--- src/dcs_pkg.sv ---
// Shared constants for the channel sequencer
package dcs_pkg;
  localparam int DCS_CLK_MHZ = 50;
  localparam int DCS_DELAY_US = 20;
  localparam int DCS_DELAY_CYC = DCS_DELAY_US * DCS_CLK_MHZ;
  localparam int DCS_RES_BITS = 12;
  localparam int DCS_NIB_W = 4;
  localparam int DCS_ADDR_W = 4;
  localparam int DCS_GAIN_W = 2;
  localparam int DCS_CH_SE = 16;
  localparam int DCS_CH_DIFF = 8;
  localparam int DCS_BIT_DIV = 33;
  localparam logic [3:0] DCS_ADDR_RST = 4'h0;
  localparam logic [1:0] DCS_GAIN_RST = 2'h0;
  typedef enum logic [1:0] {DCS_IDLE, DCS_SETTLE, DCS_CONV} dcs_state_t;
endpackage : dcs_pkg

--- src/dcs_sequencer.sv ---
// Channel sequencer and converter control for the acquisition subsystem
//
// Function
// - Three nibble groups each driven only while its active-low enable is low.
// - Multiplexer connected only while mux enable input is high.
// - Result shifted out NRZ, MSB first; receiver samples on falling clock.
// - Address register sequences only while count enable is high.
// - Address register contents shown in binary on four outputs.
// - Random mode decodes address inputs as straight binary channel select.
// - 20 us delay pulse; its falling edge starts conversion.
// - Load enable high selects sequential, low random with strobe capture.
// - Strobe fall starts sequencing in sequential mode, conversion in random.
// - Clear enable low with strobe fall zeroes the address register.
// - Trigger rising edge resets converter and starts next conversion.
// - End-of-conversion high during conversion, low once result complete.
// - Gain code held in a register and shown on two outputs.
// - Parallel output MSB true for binary coding, complemented for two's complement; serial MSB always true.
// - Twelve-bit result; throughput of 33 kHz including switching.
// - Delay pulse end starts conversion only while trigger is high.
// - In sequential mode each strobe fall with count and clear enables high adds one to the address, wrapping to zero after the top channel.
`timescale 1ns/100ps
module dcs_sequencer
  import dcs_pkg::*;
#(
  parameter int DELAY_CYC = DCS_DELAY_CYC, // Settling pulse length
  parameter int BIT_DIV = DCS_BIT_DIV, // Cycles per serial bit
  parameter bit DIFF = 1'b0 // 1 = eight differential channels
) (
  input wire logic mclk, // System clock, 50 MHz
  input wire logic rstn, // Synchronous reset, low
  input wire logic strobe, // Pin: acts on falling edge
  input wire logic load_en, // Pin: high sequential, low random
  input wire logic clear_en_n, // Pin: low clears address on strobe
  input wire logic count_en, // Pin: high allows sequencing
  input wire logic trigger, // Pin: rising edge starts conversion
  input wire logic mux_en, // Pin: high connects multiplexer
  input wire logic [3:0] addr_in, // Pin: random channel address
  input wire logic [1:0] gain_in, // Pin: gain select code
  input wire logic twos_comp, // Pin: high for two's complement
  input wire logic [2:0] grp_oe_n, // Pins: nibble enables, low drives
  input wire logic [11:0] adc_code, // Converter result, mclk domain
  output logic [3:0] addr_out, // Address register
  output logic [15:0] chan_sel, // One-hot channel switch
  output logic [1:0] gain_out, // Gain register
  output logic delay_out, // Settling pulse
  output logic eoc, // High while converting
  output logic [11:0] data_o, // Parallel result
  output logic [11:0] data_oe, // Per-bit output enable
  output logic ser_out, // Serial data
  output logic ser_clk // Shift clock
);
  localparam logic [3:0] TOP_CH = DIFF ? 4'(DCS_CH_DIFF - 1) :
                                         4'(DCS_CH_SE - 1);
  localparam int DW = $clog2(DELAY_CYC + 1);
  localparam int BW = $clog2(BIT_DIV + 1);

  logic [12:0] pins_s;
  logic [3:0] addr_s;
  logic [1:0] gain_s;
  logic strobe_q_r, trig_q_r;
  logic stb_fall, trg_rise;

  // All pins cross into mclk before use
  dcs_sync #(.W(13)) u_sync_ctl (
    .mclk(mclk), .rstn(rstn),
    .din({strobe, load_en, clear_en_n, count_en, trigger, mux_en,
          twos_comp, grp_oe_n, 3'h0}),
    .dout(pins_s)
  );
  dcs_sync #(.W(6)) u_sync_dat (
    .mclk(mclk), .rstn(rstn),
    .din({addr_in, gain_in}),
    .dout({addr_s, gain_s})
  );

  logic stb_s, ld_s, clr_n_s, cnt_s, trg_s, mux_s, tc_s;
  logic [2:0] oe_n_s;
  assign {stb_s, ld_s, clr_n_s, cnt_s, trg_s, mux_s, tc_s, oe_n_s} =
    pins_s[12:3];

  // Edge detection on synchronised strobe and trigger
  assign stb_fall = strobe_q_r & ~stb_s;
  assign trg_rise = ~trig_q_r & trg_s;

  // Address and gain registers
  logic [3:0] addr_r, addr_nxt;
  logic [1:0] gain_r, gain_nxt;
  logic start_settle;
  always_comb begin
    addr_nxt = addr_r;
    gain_nxt = gain_r;
    start_settle = 1'b0;
    if (stb_fall) begin
      if (!clr_n_s) begin
        addr_nxt = DCS_ADDR_RST;
      end else if (!ld_s) begin
        addr_nxt = addr_s & TOP_CH;
      end else if (cnt_s) begin
        // Wrap at the top channel of the variant
        addr_nxt = (addr_r >= TOP_CH) ? 4'h0 : addr_r + 4'h1;
      end
      gain_nxt = gain_s;
      start_settle = 1'b1;
    end
  end

  // Converter control: settle, then convert while serial shift runs
  dcs_state_t st_r, st_nxt;
  logic [DW-1:0] dly_r, dly_nxt;
  logic [BW-1:0] div_r, div_nxt;
  logic [3:0] bit_r, bit_nxt;
  logic [11:0] sh_r, sh_nxt;
  logic [11:0] res_r, res_nxt;
  logic sclk_r, sclk_nxt;
  always_comb begin
    st_nxt = st_r;
    dly_nxt = dly_r;
    div_nxt = div_r;
    bit_nxt = bit_r;
    sh_nxt = sh_r;
    res_nxt = res_r;
    sclk_nxt = sclk_r;
    if (trg_rise) begin
      // Trigger aborts anything in flight and converts now
      st_nxt = DCS_CONV;
      div_nxt = '0;
      bit_nxt = '0;
      sh_nxt = adc_code;
      sclk_nxt = 1'b0;
    end else begin
      unique case (st_r)
        DCS_IDLE: begin
          if (start_settle) begin
            st_nxt = DCS_SETTLE;
            dly_nxt = DW'(DELAY_CYC - 1);
          end
        end
        DCS_SETTLE: begin
          if (dly_r != '0) begin
            dly_nxt = dly_r - DW'(1);
          end else if (trg_s) begin
            // Falling pulse edge converts only with trigger high
            st_nxt = DCS_CONV;
            div_nxt = '0;
            bit_nxt = '0;
            sh_nxt = adc_code;
            sclk_nxt = 1'b0;
          end else begin
            st_nxt = DCS_IDLE;
          end
        end
        DCS_CONV: begin
          // Data changes as the clock falls, stable while clock high
          if (div_r == BW'(BIT_DIV - 1)) begin
            div_nxt = '0;
            sclk_nxt = 1'b0;
            if (bit_r == 4'(DCS_RES_BITS - 1)) begin
              st_nxt = DCS_IDLE;
              res_nxt = adc_code;
            end else begin
              bit_nxt = bit_r + 4'h1;
              sh_nxt = {sh_r[10:0], 1'b0};
            end
          end else begin
            div_nxt = div_r + BW'(1);
            if (div_r == BW'(BIT_DIV / 2)) begin
              sclk_nxt = 1'b1;
            end
          end
        end
      endcase
    end
  end

  // Register all state
  always_ff @(posedge mclk) begin
    if (!rstn) begin
      // Strobe copy matches the synchroniser's reset level, so no false fall; a trigger held high through reset gives a false rise after release
      strobe_q_r <= 1'b0;
      trig_q_r <= 1'b1;
      addr_r <= DCS_ADDR_RST;
      gain_r <= DCS_GAIN_RST;
      st_r <= DCS_IDLE;
      dly_r <= '0;
      div_r <= '0;
      bit_r <= '0;
      sh_r <= '0;
      res_r <= '0;
      sclk_r <= 1'b0;
    end else begin
      strobe_q_r <= stb_s;
      trig_q_r <= trg_s;
      addr_r <= addr_nxt;
      gain_r <= gain_nxt;
      st_r <= st_nxt;
      dly_r <= dly_nxt;
      div_r <= div_nxt;
      bit_r <= bit_nxt;
      sh_r <= sh_nxt;
      res_r <= res_nxt;
      sclk_r <= sclk_nxt;
    end
  end

  // Outputs
  assign addr_out = addr_r;
  assign gain_out = gain_r;
  assign delay_out = (st_r == DCS_SETTLE);
  assign eoc = (st_r == DCS_CONV);
  assign ser_out = sh_r[11];
  assign ser_clk = sclk_r;
  assign data_o = {res_r[11] ^ tc_s, res_r[10:0]};

  // Per-channel switch, opened entirely when mux disabled
  genvar gi;
  generate
    for (gi = 0; gi < 16; gi++) begin : g_ch
      assign chan_sel[gi] = mux_s && (addr_r == 4'(gi));
    end
    for (gi = 0; gi < 3; gi++) begin : g_oe
      // Group 0 holds the MSB nibble
      assign data_oe[11-4*gi -: 4] = {4{~oe_n_s[gi]}};
    end
  endgenerate
endmodule : dcs_sequencer

--- src/dcs_sync.sv ---
// Two-flop synchroniser for a group of pins
`timescale 1ns/100ps
module dcs_sync #(
  parameter int W = 1
) (
  input wire logic mclk, // System clock
  input wire logic rstn, // Sync reset, low
  input wire logic [W-1:0] din, // Asynchronous pins
  output logic [W-1:0] dout // Synchronised pins
);
  logic [W-1:0] s1_r;
  logic [W-1:0] s1_nxt;
  logic [W-1:0] s2_nxt;

  // Next values: first stage feeds only the second
  always_comb begin
    s1_nxt = din;
    s2_nxt = s1_r;
  end

  // Register both stages
  always_ff @(posedge mclk) begin
    if (!rstn) begin
      s1_r <= '0;
      dout <= '0;
    end else begin
      s1_r <= s1_nxt;
      dout <= s2_nxt;
    end
  end
endmodule : dcs_sync
--- config.mk ---
export PLATFORM = sky130hd
export DESIGN_NAME = dcs_sequencer
export DESIGN_NICKNAME = d
export VERILOG_FILES = /design/src/dcs_pkg.sv /design/src/dcs_sequencer.sv /design/src/dcs_sync.sv
export SDC_FILE = /design/constraint.sdc
export NUM_CORES = 1
export LEC_CHECK = 0
export ABC_AREA = 1
export BUFFER_PORTS_ARGS = -buffer_cell sky130_fd_sc_hd__buf_2
export CORE_AREA = 2 2 107 109
export DETAILED_ROUTE_END_ITERATION = 12
export DIE_AREA = 0 0 109 111
export MAX_ROUTING_LAYER = met4
export PLACE_DENSITY = 0.66
export SLEW_MARGIN = 0
export SYNTH_ARGS = -nofsm -noshare
export SYNTH_HDL_FRONTEND = slang
export SYNTH_SLANG_ARGS = --single-unit
--- constraint.sdc ---
create_clock -name mclk -period 1.8 [get_ports mclk]
set_input_delay 0.18 -clock mclk [delete_from_list [all_inputs] [get_ports mclk]]
set_output_delay 0.18 -clock mclk [all_outputs]
set_load 0.02 [all_outputs]
After elaboration in Yosys (flattened, before gate mapping)
Index checks and enable logic that the tools add are counted.

Output and inout port bits: 50. Input bits: 30. Register bits: 93.

$add $sub $neg: 4. Equal/unequal tests: 35. Mux-type cells: 35. Reductions and logical operators: 32. Bitwise gates (word level): 10. $lt $le $gt $ge: 1.

Operator list (count): $mux W12 (5); $eq A4 B4 Y1 const B (9); $mux W4 (8); $pmux W12 S2 (1); $mux W10 (2); $pmux W10 S2 (1); $reduce_and A4 Y1 (5); $mux W6 (3); $eq A4 B3 Y1 const B (4); $logic_and A1 B1 Y1 (16); $mux W2 (6); $ne A3 B1 Y1 const B (4); $ne A3 B3 Y1 const B (4); $pmux W6 S2 (1); $reduce_and A5 Y1 (2); $reduce_bool A10 Y1 (1); $sub A10 B1 Y10 const B (1); $add A4 B1 Y4 const B (2); $eq A4 B2 Y1 const B (2); $ne A2 B1 Y1 const B (4); $pmux W4 S2 (1); $not A1 Y1 (7); $add A6 B1 Y6 const B (1); $eq A6 B5 Y1 const B (1); other kinds (18) (26).

Longest topological paths before layout
Gate-level depths: netlist (run 1).

Depth in word-level cells: 6. Depth in mapped cells: 11.

Modules after synthesis
Synthesis (run 1) repeated with hierarchy kept, for this count alone.

Cells, all modules: 619. Area, all modules: 4436.8 µm².

Modules (own cells, without submodules): dcs_sequencer (cells an instance 501, times used 1, seq. area each 1101.1 µm², area an instance 3345.7 µm²); dcs_sync at u_sync_ctl (cells an instance 81, times used 1, seq. area each 520.5 µm², area an instance 749.5 µm²); dcs_sync at u_sync_dat (cells an instance 37, times used 1, seq. area each 240.2 µm², area an instance 341.6 µm²).

Least setup slack after synthesis (run 1)
Ideal clock, no wire load.

Path kind: reg-to-reg. From: register st_r[1]. To: register sh_r[11]. Arrival: 1526 ps. Setup time: 115 ps. Path slack: 159 ps. Stages on the path, launching flop included: 9. Path through: dfxtp_1 inv_1 ha_1 inv_1 nor2_1 nand2_4 buf_2 a21oi_1 nor2_1.

Longest elaborated chain between the ends: 3. Elaborated cells on any way between the ends: 10.

RTL lines: start: declaration (RTL line dcs_sequencer.sv:108) `dcs_state_t st_r, st_nxt;`; start signal: assignment (RTL line dcs_sequencer.sv:195) `st_r <= st_nxt;`; $eq A2 B1 Y1 (*); via delay_out (RTL line dcs_sequencer.sv:45) `output logic delay_out,`; $ne A3 B1 Y1 (no source line), or another cell as far along; $reduce_and A5 Y1 (no source line) or $mux W12 (tied branches); end signal: assignment (RTL line dcs_sequencer.sv:199) `sh_r <= sh_nxt;`; end: declaration (RTL line dcs_sequencer.sv:112) `logic [11:0] sh_r, sh_nxt;`.

The timed path passes the listed nets; every way through them passes the cells marked *. A chain may end at the register's enable or synchronous reset.

Worst setup path after layout (run 1)
From: register st_r[1]. To: register bit_r[2].

Longest elaborated chain between the ends: 3. Elaborated cells on any way between the ends: 9.

RTL lines: $eq A2 B2 Y1 or $eq A2 B1 Y1 (tied branches) (RTL line dcs_sequencer.sv:131) `unique case (st_r)`; $ne A2 B2 Y1 (no source line), or another cell as far along; $reduce_and A5 Y1 (no source line); end signal: assignment (RTL line dcs_sequencer.sv:198) `bit_r <= bit_nxt;`; end: declaration (RTL line dcs_sequencer.sv:111) `logic [3:0] bit_r, bit_nxt;`.

Several ways; a longest one is shown, not always the timed one.

==> results of run 1 <==
[critical path, stage by stage, from the launching register on]
cell,delay [ps]
dfxtp_1,390
inv_1,90
ha_1,260
buf_4,190
o21ai_4,280
nand3_1,180
nand2_1,100
a21oi_1,60
[sequential cells by signal (all words and copies together) (netlist names)]
signal,flops
res_r,12
sh_r,12
dly_r,10
u_sync_ctl.dout,10
u_sync_ctl.s1_r,10
div_r,6
u_sync_dat.dout,6
u_sync_dat.s1_r,6
addr_out,4
bit_r,4
gain_out,2
st_r,2
ser_clk,1
strobe_q_r,1
trig_q_r,1
[layer usage]
metal,routed length (um),up-vias
li1,-,1945
met1,4380,1657
met2,3940,119
met3,489,11
met4,156,0
met5,0,-
[cell type report]
type / count / area [sq um] / area share, %
clock buffer: 9 / 225 / 4.49
multi-input combinational: 381 / 1930 / 38.5
sequential: 87 / 1740 / 34.7
inverter: 84 / 315 / 6.29
timing repair buffer: 92 / 518 / 10.3
tap: 143 / 179 / 3.57
clock inverter: 7 / 103 / 2.05
[metrics by stage]
stage	total power, mW	worst slack, ps
after global routing	5.91	15.3
after floorplan	3.31	159
after detailed placement	3.58	194
final	5.56	137
after global placement	3.54	222
after CTS	5.62	149
[cells by family after synthesis]
| kind of cell | count (synthesis) | share of synthesized area, % |
|---|---|---|
| DFF | 87 | 40.9 |
| adders and majority gates | 11 | 3.23 |
| xor gates and xnor gates | 7 | 1.44 |
| buffers and inverters | 123 | 13.8 |
| AOI/OAI and AO/OA | 88 | 11.9 |
| and+or+nand+nor | 275 | 28.7 |
[final timing paths]
| kind | from | to |
|---|---|---|
| worst min register to register | u_sync_dat.s1_r[0] | u_sync_dat.dout[0] |
| worst max-delay path | st_r[1] | bit_r[2] |
| worst min-delay path | grp_oe_n[1] | u_sync_ctl.s1_r[4] |
| worst max register to register | st_r[1] | bit_r[2] |
[layout by cell type (no fill, tap or decap), types with 3 or more instances in the layout]
cell	netlist	final
a21oi_1	49	49
a21oi_2	9	9
buf_2	5	79
buf_4	22	11
clkbuf_16	0	9
dfxtp_1	87	87
ha_1	11	11
inv_1	75	75
inv_2	9	9
nand2_1	135	135
nand2_2	5	5
nand2_4	4	4
nand3_1	39	39
nand4_1	5	5
nor2_1	72	72
nor2_2	3	3
nor2_4	4	4
o21ai_0	15	15
o21ai_1	10	10
xor2_1	5	5
[power by group through the flow]
stage / combinational (mW) / clock [mW] / sequential [mW]
after CTS: 1.33 / 2.07 / 2.22
final: 1.33 / 2.02 / 2.21
after floorplan: 1.08 / 0 / 2.24
after detailed placement: 1.33 / 0 / 2.26
after global routing: 1.51 / 2.16 / 2.24
after global placement: 1.29 / 0 / 2.25
==> results.md, run 1 <==
* Status: complete, no violations
* Reg power frac at slightly below 40%
* Root Buffer: clkbuf_16
* Critical path capture point type: register
* HP Class: in2reg
* Initial antenna violation count at 0
* Die Ht at between 100 and 150 um
* H-tree depth at 3
* Routed WL at around 9.0 mm
* Design area at ~5000 sq um
* Net Sw Power at ~1.7 mW
* Seq/Total Area, Yosys at 40.9%
* Post-Synthesis Cells at a little under 600
* Cell Pwr Density at between 1000 and 1500 nW/um^2
* Synthesis-to-finish area growth at 17.6%
* Clock insertion delay at the later pin of the skew report at approximately 330 ps
* Placed cell count at about 790
* Min Hold Slack at 26.3 ps
* Logic pwr share at 23.8%
* Share of total power in the clock network at a little over a third
* Chip Width at around 110 um
* Synth cell types at 31
* Post-route antenna net violation count at 0
* CTS sink count at between 80 and 90
* Met2 Use GR at a little under a quarter
* R2r setup slk at between 100 and 150 ps
* Fin crit period at approximately 1700 ps
* Crit Path Category: reg2reg
* Top cell type by total area after synthesis: dfxtp_1
* Global-route track usage on met3 at 3.06%
* Data arrival, critical path at 1880 ps
* # fillers at 1081
* GRT Residual Overflow at 0
* Initial DRC count at between 200 and 250
* Core footprint at between 10000 and 15000 sq um
* Fmax at ~600 MHz
* Via count at ~3700
* Top-count cell post-synth: nand2_1
* Hold Buf Count CTS at 0
* Worst Skew at 8.23 ps
* Largest net degree at the start of global routing at 32
* Endpoints failing hold at 0
* First-pass DRT Iterations at 5
* Cell-internal power at ~3.8 mW
* CP Data Required Time at between 2000 and 2500 ps
* Synth async-reset ratio at 0%
* Total GRT Usage at between 10% and 20%
* YS warnings at 0
* Net Sw Frac at approximately 31%
* M1 GR Usage at 21.2%
* Post-CTS setup buffer count at 0
* Final slew viol count at 0
* GPL Wtd Cong at 0.944
* Synth top area share at between 40% and 50%
* Number of flops mapped to enable cells by yosys at 0
* CP Max Fanout at 9
* Busiest metal layer after global routing: met2
* Top cells by area, synth: dfxtp_1, nand2_1, inv_1
* CTS Buffer Depth at 2
* Initial Utilization at approximately two fifths
* Mapped Nets at ~630
* DP Area at between 4000 and 5000 sq um
* Setup_tns at 0 ps
* Clk slew on worst S/H paths at around 70 ps
* Avg Inst Size Synth at 7.21 sq um
* Port Buffers at 79
* Die area at 12100 sq um
* Nets at 696
* Slew margin rel. at between 70% and 80%
* Vias per cell at around 4.6
* Layout cells sized above 1 at a little under a quarter
* Final antenna diode count at 0
* Worst vdd ir at 0.627 mV
* Finished Layout Cells at about 800
* Vias in the first global route at 3384
* Period utilisation layout at between 90 and 100%
* Leak at 2.52 nW
* Ys flop type: dfxtp_1
* CTS buffer count at 9
* DP HPWL at approximately 6.6 mm
* Hold depth at 3
* First-pass GRT wire length at 14.9 mm
* Most common library cells after synthesis: nand2_1, dfxtp_1, inv_1, nor2_1, a21oi_1
* R2r worst-path depth at 7
* Drt wl/cell at 11.2 um
* Row count at 39
* CP Launch Type: register
* Post-Route Utilization at a little under half
* DRC violation count after routing at 0
* # IOs at 80
* Netlist Area Pre-Place at about 4300 sq um
* Post-CTS resize count at 0
* CTS tree: done
* RSZ-0062 raised after global routing: no
* Max cap viols at 0
* FF+latch count, synth at 87
* Slew @ Worst Pin at between 300 and 400 ps
* # setup viols final at 0
Note: power is estimated with default switching activity, not from simulation.
==> inputs of run 2 (changes only) <==
--- a/config.mk
+++ b/config.mk
@@ -12,6 +12,7 @@
 export DIE_AREA = 0 0 109 111
 export MAX_ROUTING_LAYER = met4
 export PLACE_DENSITY = 0.66
+export REMOVE_ABC_BUFFERS = 1
 export SLEW_MARGIN = 0
 export SYNTH_ARGS = -nofsm -noshare
 export SYNTH_HDL_FRONTEND = slang
==> results.md, run 2 (synthesis gave the netlist of run 1 again) <==
* First-pass GRT wire length at 14.9 mm (-0.32%)
* Share of total power in the clock network at 33.3% (-3.0 points)
* CTS sink count at 87 (unchanged)
* Port Buffers at 79 (unchanged)
* First-pass DRT Iterations at 4 (-1)
* Clock insertion delay at the later pin of the skew report at 340 ps (about the same)
* Hold Buf Count CTS at 0 (unchanged)
* Fmax at 603 MHz (+0.29%)
* Final total power at 5.30 mW (-4.7%)
* M1 wire length at 4.03 mm (-8.0%)
* Final worst setup slack at 142 ps (+4.86 ps)
* Layout cells sized above 1 at 22.4% (-0.47 points)
* CP Data Required Time at 2030 ps (about the same)
* Reg power frac at 41.8% (+2.0 points)
* Via count at 3699 (-0.88%)
* Core footprint at 11100 sq um (unchanged)
* DR top layer: met4
* Post-CTS resize count at 0 (unchanged)
* Design area at 4950 sq um (-1.4%)
* Most common cell after layout, fill and taps aside: nand2_1
* Chip Width at 109 um (unchanged)
* DRC violation count after routing at 0 (unchanged)
* Leading cell types in the layout, fill and taps excluded: nand2_1, dfxtp_1, buf_2
* Min Hold Slack at 22.1 ps (-4.19 ps)
* Total GRT Usage at 15.6% (-0.053 points)
* Data arrival, critical path at 1890 ps (about the same)
* Endpoints failing hold at 0 (unchanged)
* Post-route antenna net violation count at 0 (unchanged)
* Fin crit period at 1660 ps (-4.86 ps)
* CTS tree: done
* Logic pwr share at 24.8% (+1.0 points)
* Status: complete, no violations
* CP Max Fanout at 15 (+6)
* Die area at 12100 sq um (unchanged)
* DP Area at 4660 sq um (-0.64%)
* H-tree depth at 3 (unchanged)
* Placed cell count at 783 (-0.51%)
* Period utilisation layout at 92.1% (-0.27 points)
* Largest net degree at the start of global routing at 46 (+44%)
* Routed WL at 8.64 mm (-3.6%)
* Slew @ Worst Pin at 547 ps (+198 ps)
* # setup viols final at 0 (unchanged)
* Die Ht at 111 um (unchanged)
* HP Class: in2reg
* Worst Skew at 9.85 ps (+1.62 ps)
* GPL Wtd Cong at 0.836 (-11%)
* Cell-internal power at 3.59 mW (-6.2%)
* Final antenna diode count at 0 (unchanged)
* Worst vdd ir at 0.523 mV (-17%)
* Max cap viols at 0 (unchanged)
* # IOs at 80 (unchanged)
* Initial antenna violation count at 0 (unchanged)
* CTS Buffer Depth at 2 (unchanged)
* Net Sw Frac at 32.3% (+1.0 points)
* Cell Pwr Density at 1070 nW/um^2 (-3.4%)
* RSZ-0062 raised after global routing: yes
* Nets at 692 (-0.57%)
* Slew margin rel. at 63.2% (-13 points)
* Critical path capture point type: register
* DP HPWL at 6.18 mm (-6.0%)
* Initial DRC count at 159 (-32%)
* Finished Layout Cells at 799 (-0.50%)
* Final slew viol count at 0 (unchanged)
* Drt wl/cell at 10.8 um (-3.1%)
* Synthesis-to-finish area growth at 16.0%
* Clk slew on worst S/H paths at 60 ps (about the same)
* Net Sw Power at 1.71 mW (-1.6%)
* Row count at 39 (unchanged)
* Vias in the first global route at 3395 (+0.33%)
* GRT Residual Overflow at 0 (unchanged)
* Met2 Routed Length at 4.11 mm (+4.2%)
* Met3 wirelength from detailed routing at 332 um (-32%)
* Top Registers: res_r (12), sh_r (12)
* CTS buffer count at 9 (unchanged)
* Leak at 2.48 nW (-1.6%)
* Root Buffer: clkbuf_16
* Setup WS pre-CTS at 125 ps (-69.3 ps)
* Post-CTS setup buffer count at 0 (unchanged)
* Vias per cell at 4.63 (-0.39%)
* CP Launch Type: register
* Initial Utilization at 38.5% (unchanged)
* Crit Path Category: reg2reg
-- run 2: changes by cell type in the layout (fill, tap and decap cells not counted), sizes merged --
cell / change
buf: -4
clkinv: -1
inv: -1
bufinv: -2
clkbuf: +4
-- run 2: layout make-up --
| type | instances | area, sq um |
|---|---|---|
| repair buffers | 88 | 488 |
| fillers | 1089 | 6130 |
| clock inverters | 3 | 25.0 |
| multi-input cells | 381 | 1940 |
| flip-flops and latches | 87 | 1740 |
| inverters | 84 | 315 |
| clock buffers | 13 | 260 |
| well taps | 143 | 179 |
-- run 2: stage by stage --
step	utilization [%]	setup TNS [ps]
after detailed placement	42.0	0
after floorplan	-	-3270
after CTS	44.6	0
after global routing	44.7	-0.107
after global placement	42.0	0
final	44.7	0
-- run 2: power by group through the flow --
stage	Clock (mW)	Sequential (mW)	Combinational (mW)
after floorplan	0	2.24	0.992
after global placement	0	2.25	1.26
after detailed placement	0	2.26	1.31
after CTS	1.81	2.22	1.32
after global routing	1.90	2.24	1.51
final	1.77	2.22	1.32
-- run 2: worst paths after layout --
| kind | slack (ps) | cells after the start | startpoint | end |
|---|---|---|---|---|
| max | 140 | 9 | dly_r[0] | st_r[0] |
| min reg2reg | 410 | 2 | u_sync_ctl.s1_r[6] | u_sync_ctl.dout[6] |
| max reg2reg | 140 | 9 | dly_r[0] | st_r[0] |
| min | 20 | 3 | twos_comp | u_sync_ctl.s1_r[6] |
-- run 2: critical path: stages (launching register included) --
cell	delay (ps)
dfxtp_1	300
inv_1	90
ha_1	220
nand2_2	90
nor2_4	160
nand3_4	150
nand2_4	200
nand3_1	150
nor2_1	140
nor2_1	60
-- run 2: layer usage --
metal	GRT usage (%)	up-vias
met5	-	-
met4	7.44	0
met3	3.12	16
met2	24.8	81
met1	18.7	1662
li1	-	1940
==> inputs of run 3 (changes only) <==
==> constraint.sdc (replaced) <==
create_clock -name mclk -period 1.8 [get_ports mclk]
set_input_delay 0.09 -clock mclk [delete_from_list [all_inputs] [get_ports mclk]]
set_output_delay 0.09 -clock mclk [all_outputs]
set_load 0.02 [all_outputs]
==> results.md, run 3 (synthesis gave the netlist of run 1 again) <==
* Synthesis-to-finish area growth at 20.9%
* Status: complete, no violations
* # IOs at 80 (unchanged)
* Nets at 711 (+2.7%)
* Worst Skew at 12.4 ps (+2.54 ps)
* Root Buffer: clkbuf_16
* CTS sink count at 87 (unchanged)
* Final slew viol count at 0 (unchanged)
* Chip Width at 109 um (unchanged)
* Initial DRC count at 181 (+14%)
* # setup viols final at 0 (unchanged)
* # fillers at 1064 (-2.3%)
* Post-route antenna net violation count at 0 (unchanged)
* Max cap viols at 0 (unchanged)
* Hold depth at 3 (unchanged)
* Clock insertion delay at the later pin of the skew report at 340 ps (about the same)
* Top Registers: res_r (12), sh_r (12)
* Fmax at 600 MHz (-0.61%)
* Core footprint at 11100 sq um (unchanged)
* Slew @ Worst Pin at 547 ps (+0.000119 ps)
* Crit Reg-Reg Startpoint: bit_r[0]
* Leak at 2.56 nW (+3.5%)
* Clk slew on worst S/H paths at 70 ps (about the same)
* GPL Wtd Cong at 0.836 (unchanged)
* CTS tree: done
* Total GRT Usage at 16.1% (+0.51 points)
* Slew margin rel. at 63.2% (unchanged)
* GRT Residual Overflow at 0 (unchanged)
* Worst vdd ir at 0.529 mV (+1.2%)
* Setup_tns at 0 ps (unchanged)
* DRC violation count after routing at 0 (unchanged)
* Data arrival, critical path at 1890 ps (about the same)
* CTS buffer count at 9 (unchanged)
* Reg-to-Reg End: res_r[0]
* Die Ht at 111 um (unchanged)
* H-tree depth at 3 (unchanged)
* Fin crit period at 1670 ps (+10.2 ps)
* CP Data Required Time at 2020 ps (about the same)
* Min Hold Slack at 9.71 ps (-12.4 ps)
* CP Max Fanout at 12 (-3)
* Leading cell types in the layout, fill and taps excluded: nand2_1, dfxtp_1, buf_2
* Final worst setup slack at 132 ps (-10.2 ps)
* Initial Utilization at 38.5% (unchanged)
* Crit Path Category: reg2reg
* Die area at 12100 sq um (unchanged)
* Finished Layout Cells at 818 (+2.4%)
* Port Buffers at 79 (unchanged)
* Final antenna diode count at 0 (unchanged)
* Vias per cell at 4.63 (about the same)
* DP HPWL at 6.18 mm (unchanged)
* Period utilisation layout at 92.7% (+0.57 points)
* Row count at 39 (unchanged)
* HP Class: in2reg
* DP Area at 4660 sq um (unchanged)
* CTS Buffer Depth at 2 (unchanged)
* Endpoints failing hold at 0 (unchanged)
* Layout cells sized above 1 at 21.9% (-0.48 points)
* First-pass DRT Iterations at 4 (unchanged)
* Initial antenna violation count at 0 (unchanged)
* CP Launch Type: register
* R2r setup slk at 130 ps (about the same)
* Critical path capture point type: register
* Placed cell count at 783 (unchanged)
* Drt wl/cell at 11.1 um (+2.7%)
* R2r worst-path depth at 8 (-1)
* First-pass GRT wire length at 15.3 mm (+3.0%)
* Via count at 3786 (+2.4%)
* Cell Pwr Density at 1030 nW/um^2 (-3.6%)
* Routed WL at 9.09 mm (+5.2%)
* Largest net degree at the start of global routing at 46 (unchanged)
* Worst Setup SP: bit_r[0]
* Design area at 5150 sq um (+4.2%)
* Vias in the first global route at 3499 (+3.1%)
* RSZ-0062 raised after global routing: yes
* Crit path to: res_r[0]
* Setup WS pre-CTS at 125 ps (unchanged)
* Most common cell after layout, fill and taps aside: nand2_1
[run 3: cell count changes in the layout (fill, tap and decap cells not counted)]
| cell | change |
|---|---|
| clkbuf_16 | +1 |
| nor2_2 | -1 |
| dfxtp_1 | +1 |
| nor2_4 | +1 |
| dlygate4sd3_1 | +17 |
| dfxtp_2 | -1 |
| buf_4 | +1 |
[run 3: layout make-up]
cell class / instances / area (sq um) / area share, %
clock buffers: 13 / 260 / 5.05
clock inverters: 3 / 25.0 / 0.486
inverters: 84 / 315 / 6.12
multi-input cells: 381 / 1940 / 37.7
flip-flops and latches: 87 / 1740 / 33.8
well taps: 143 / 179 / 3.47
repair buffers: 107 / 691 / 13.4
[run 3: what timing repair did]
item | CTS | global route
gates resized for setup | 0 | 2
endpoints found under the hold margin | 17 | 0
endpoints found under the setup margin | 0 | 27
setup buffers | 0 | 1
hold buffers | 17 | 0
[run 3: per-layer routing]
layer  track usage [%]  wire [um]  vias to the layer above  part of all wire [%]
li1                  -          -                     1981                     -
met1              19.1       4170                     1698                    46
met2              25.8       4350                       89                    48
met3              3.12        350                       18                   3.9
met4              8.03        212                        0                   2.3
met5                 -          0                        -                     0
[run 3: power by group]
part	switching (mW)	internal, mW
clock network	0.742	1.02
registers	0.115	2.10
logic	0.852	0.493
[run 3: worst min-delay path by stage]
stage                     slack (ps)                  to   startpoint
after floorplan                  160            trig_q_r         rstn
after CTS                          4            res_r[5]  adc_code[5]
after global placement           270  u_sync_ctl.s1_r[6]    twos_comp
after detailed placement         270  u_sync_ctl.s1_r[6]    twos_comp
final                             10            res_r[5]  adc_code[5]
after global routing              10            res_r[0]  adc_code[0]
[run 3: worst max-delay path, cell delays in order, from the launching register on]
cell and delay, ps:
dfxtp_1 390, ha_1 220, nand2_1 100, nor2_4 130, inv_2 80, nor3_4 230
buf_4 160, clkbuf_16 160, a21oi_1 70
[run 3: per-stage QoR]
stage / power (mW) / util [%]
CTS: 5.37 / 46.2
global route: 5.67 / 46.5
floorplan: 3.23 / -
finish: 5.32 / 46.5
global placement: 3.51 / 42.0
detailed placement: 3.56 / 42.0
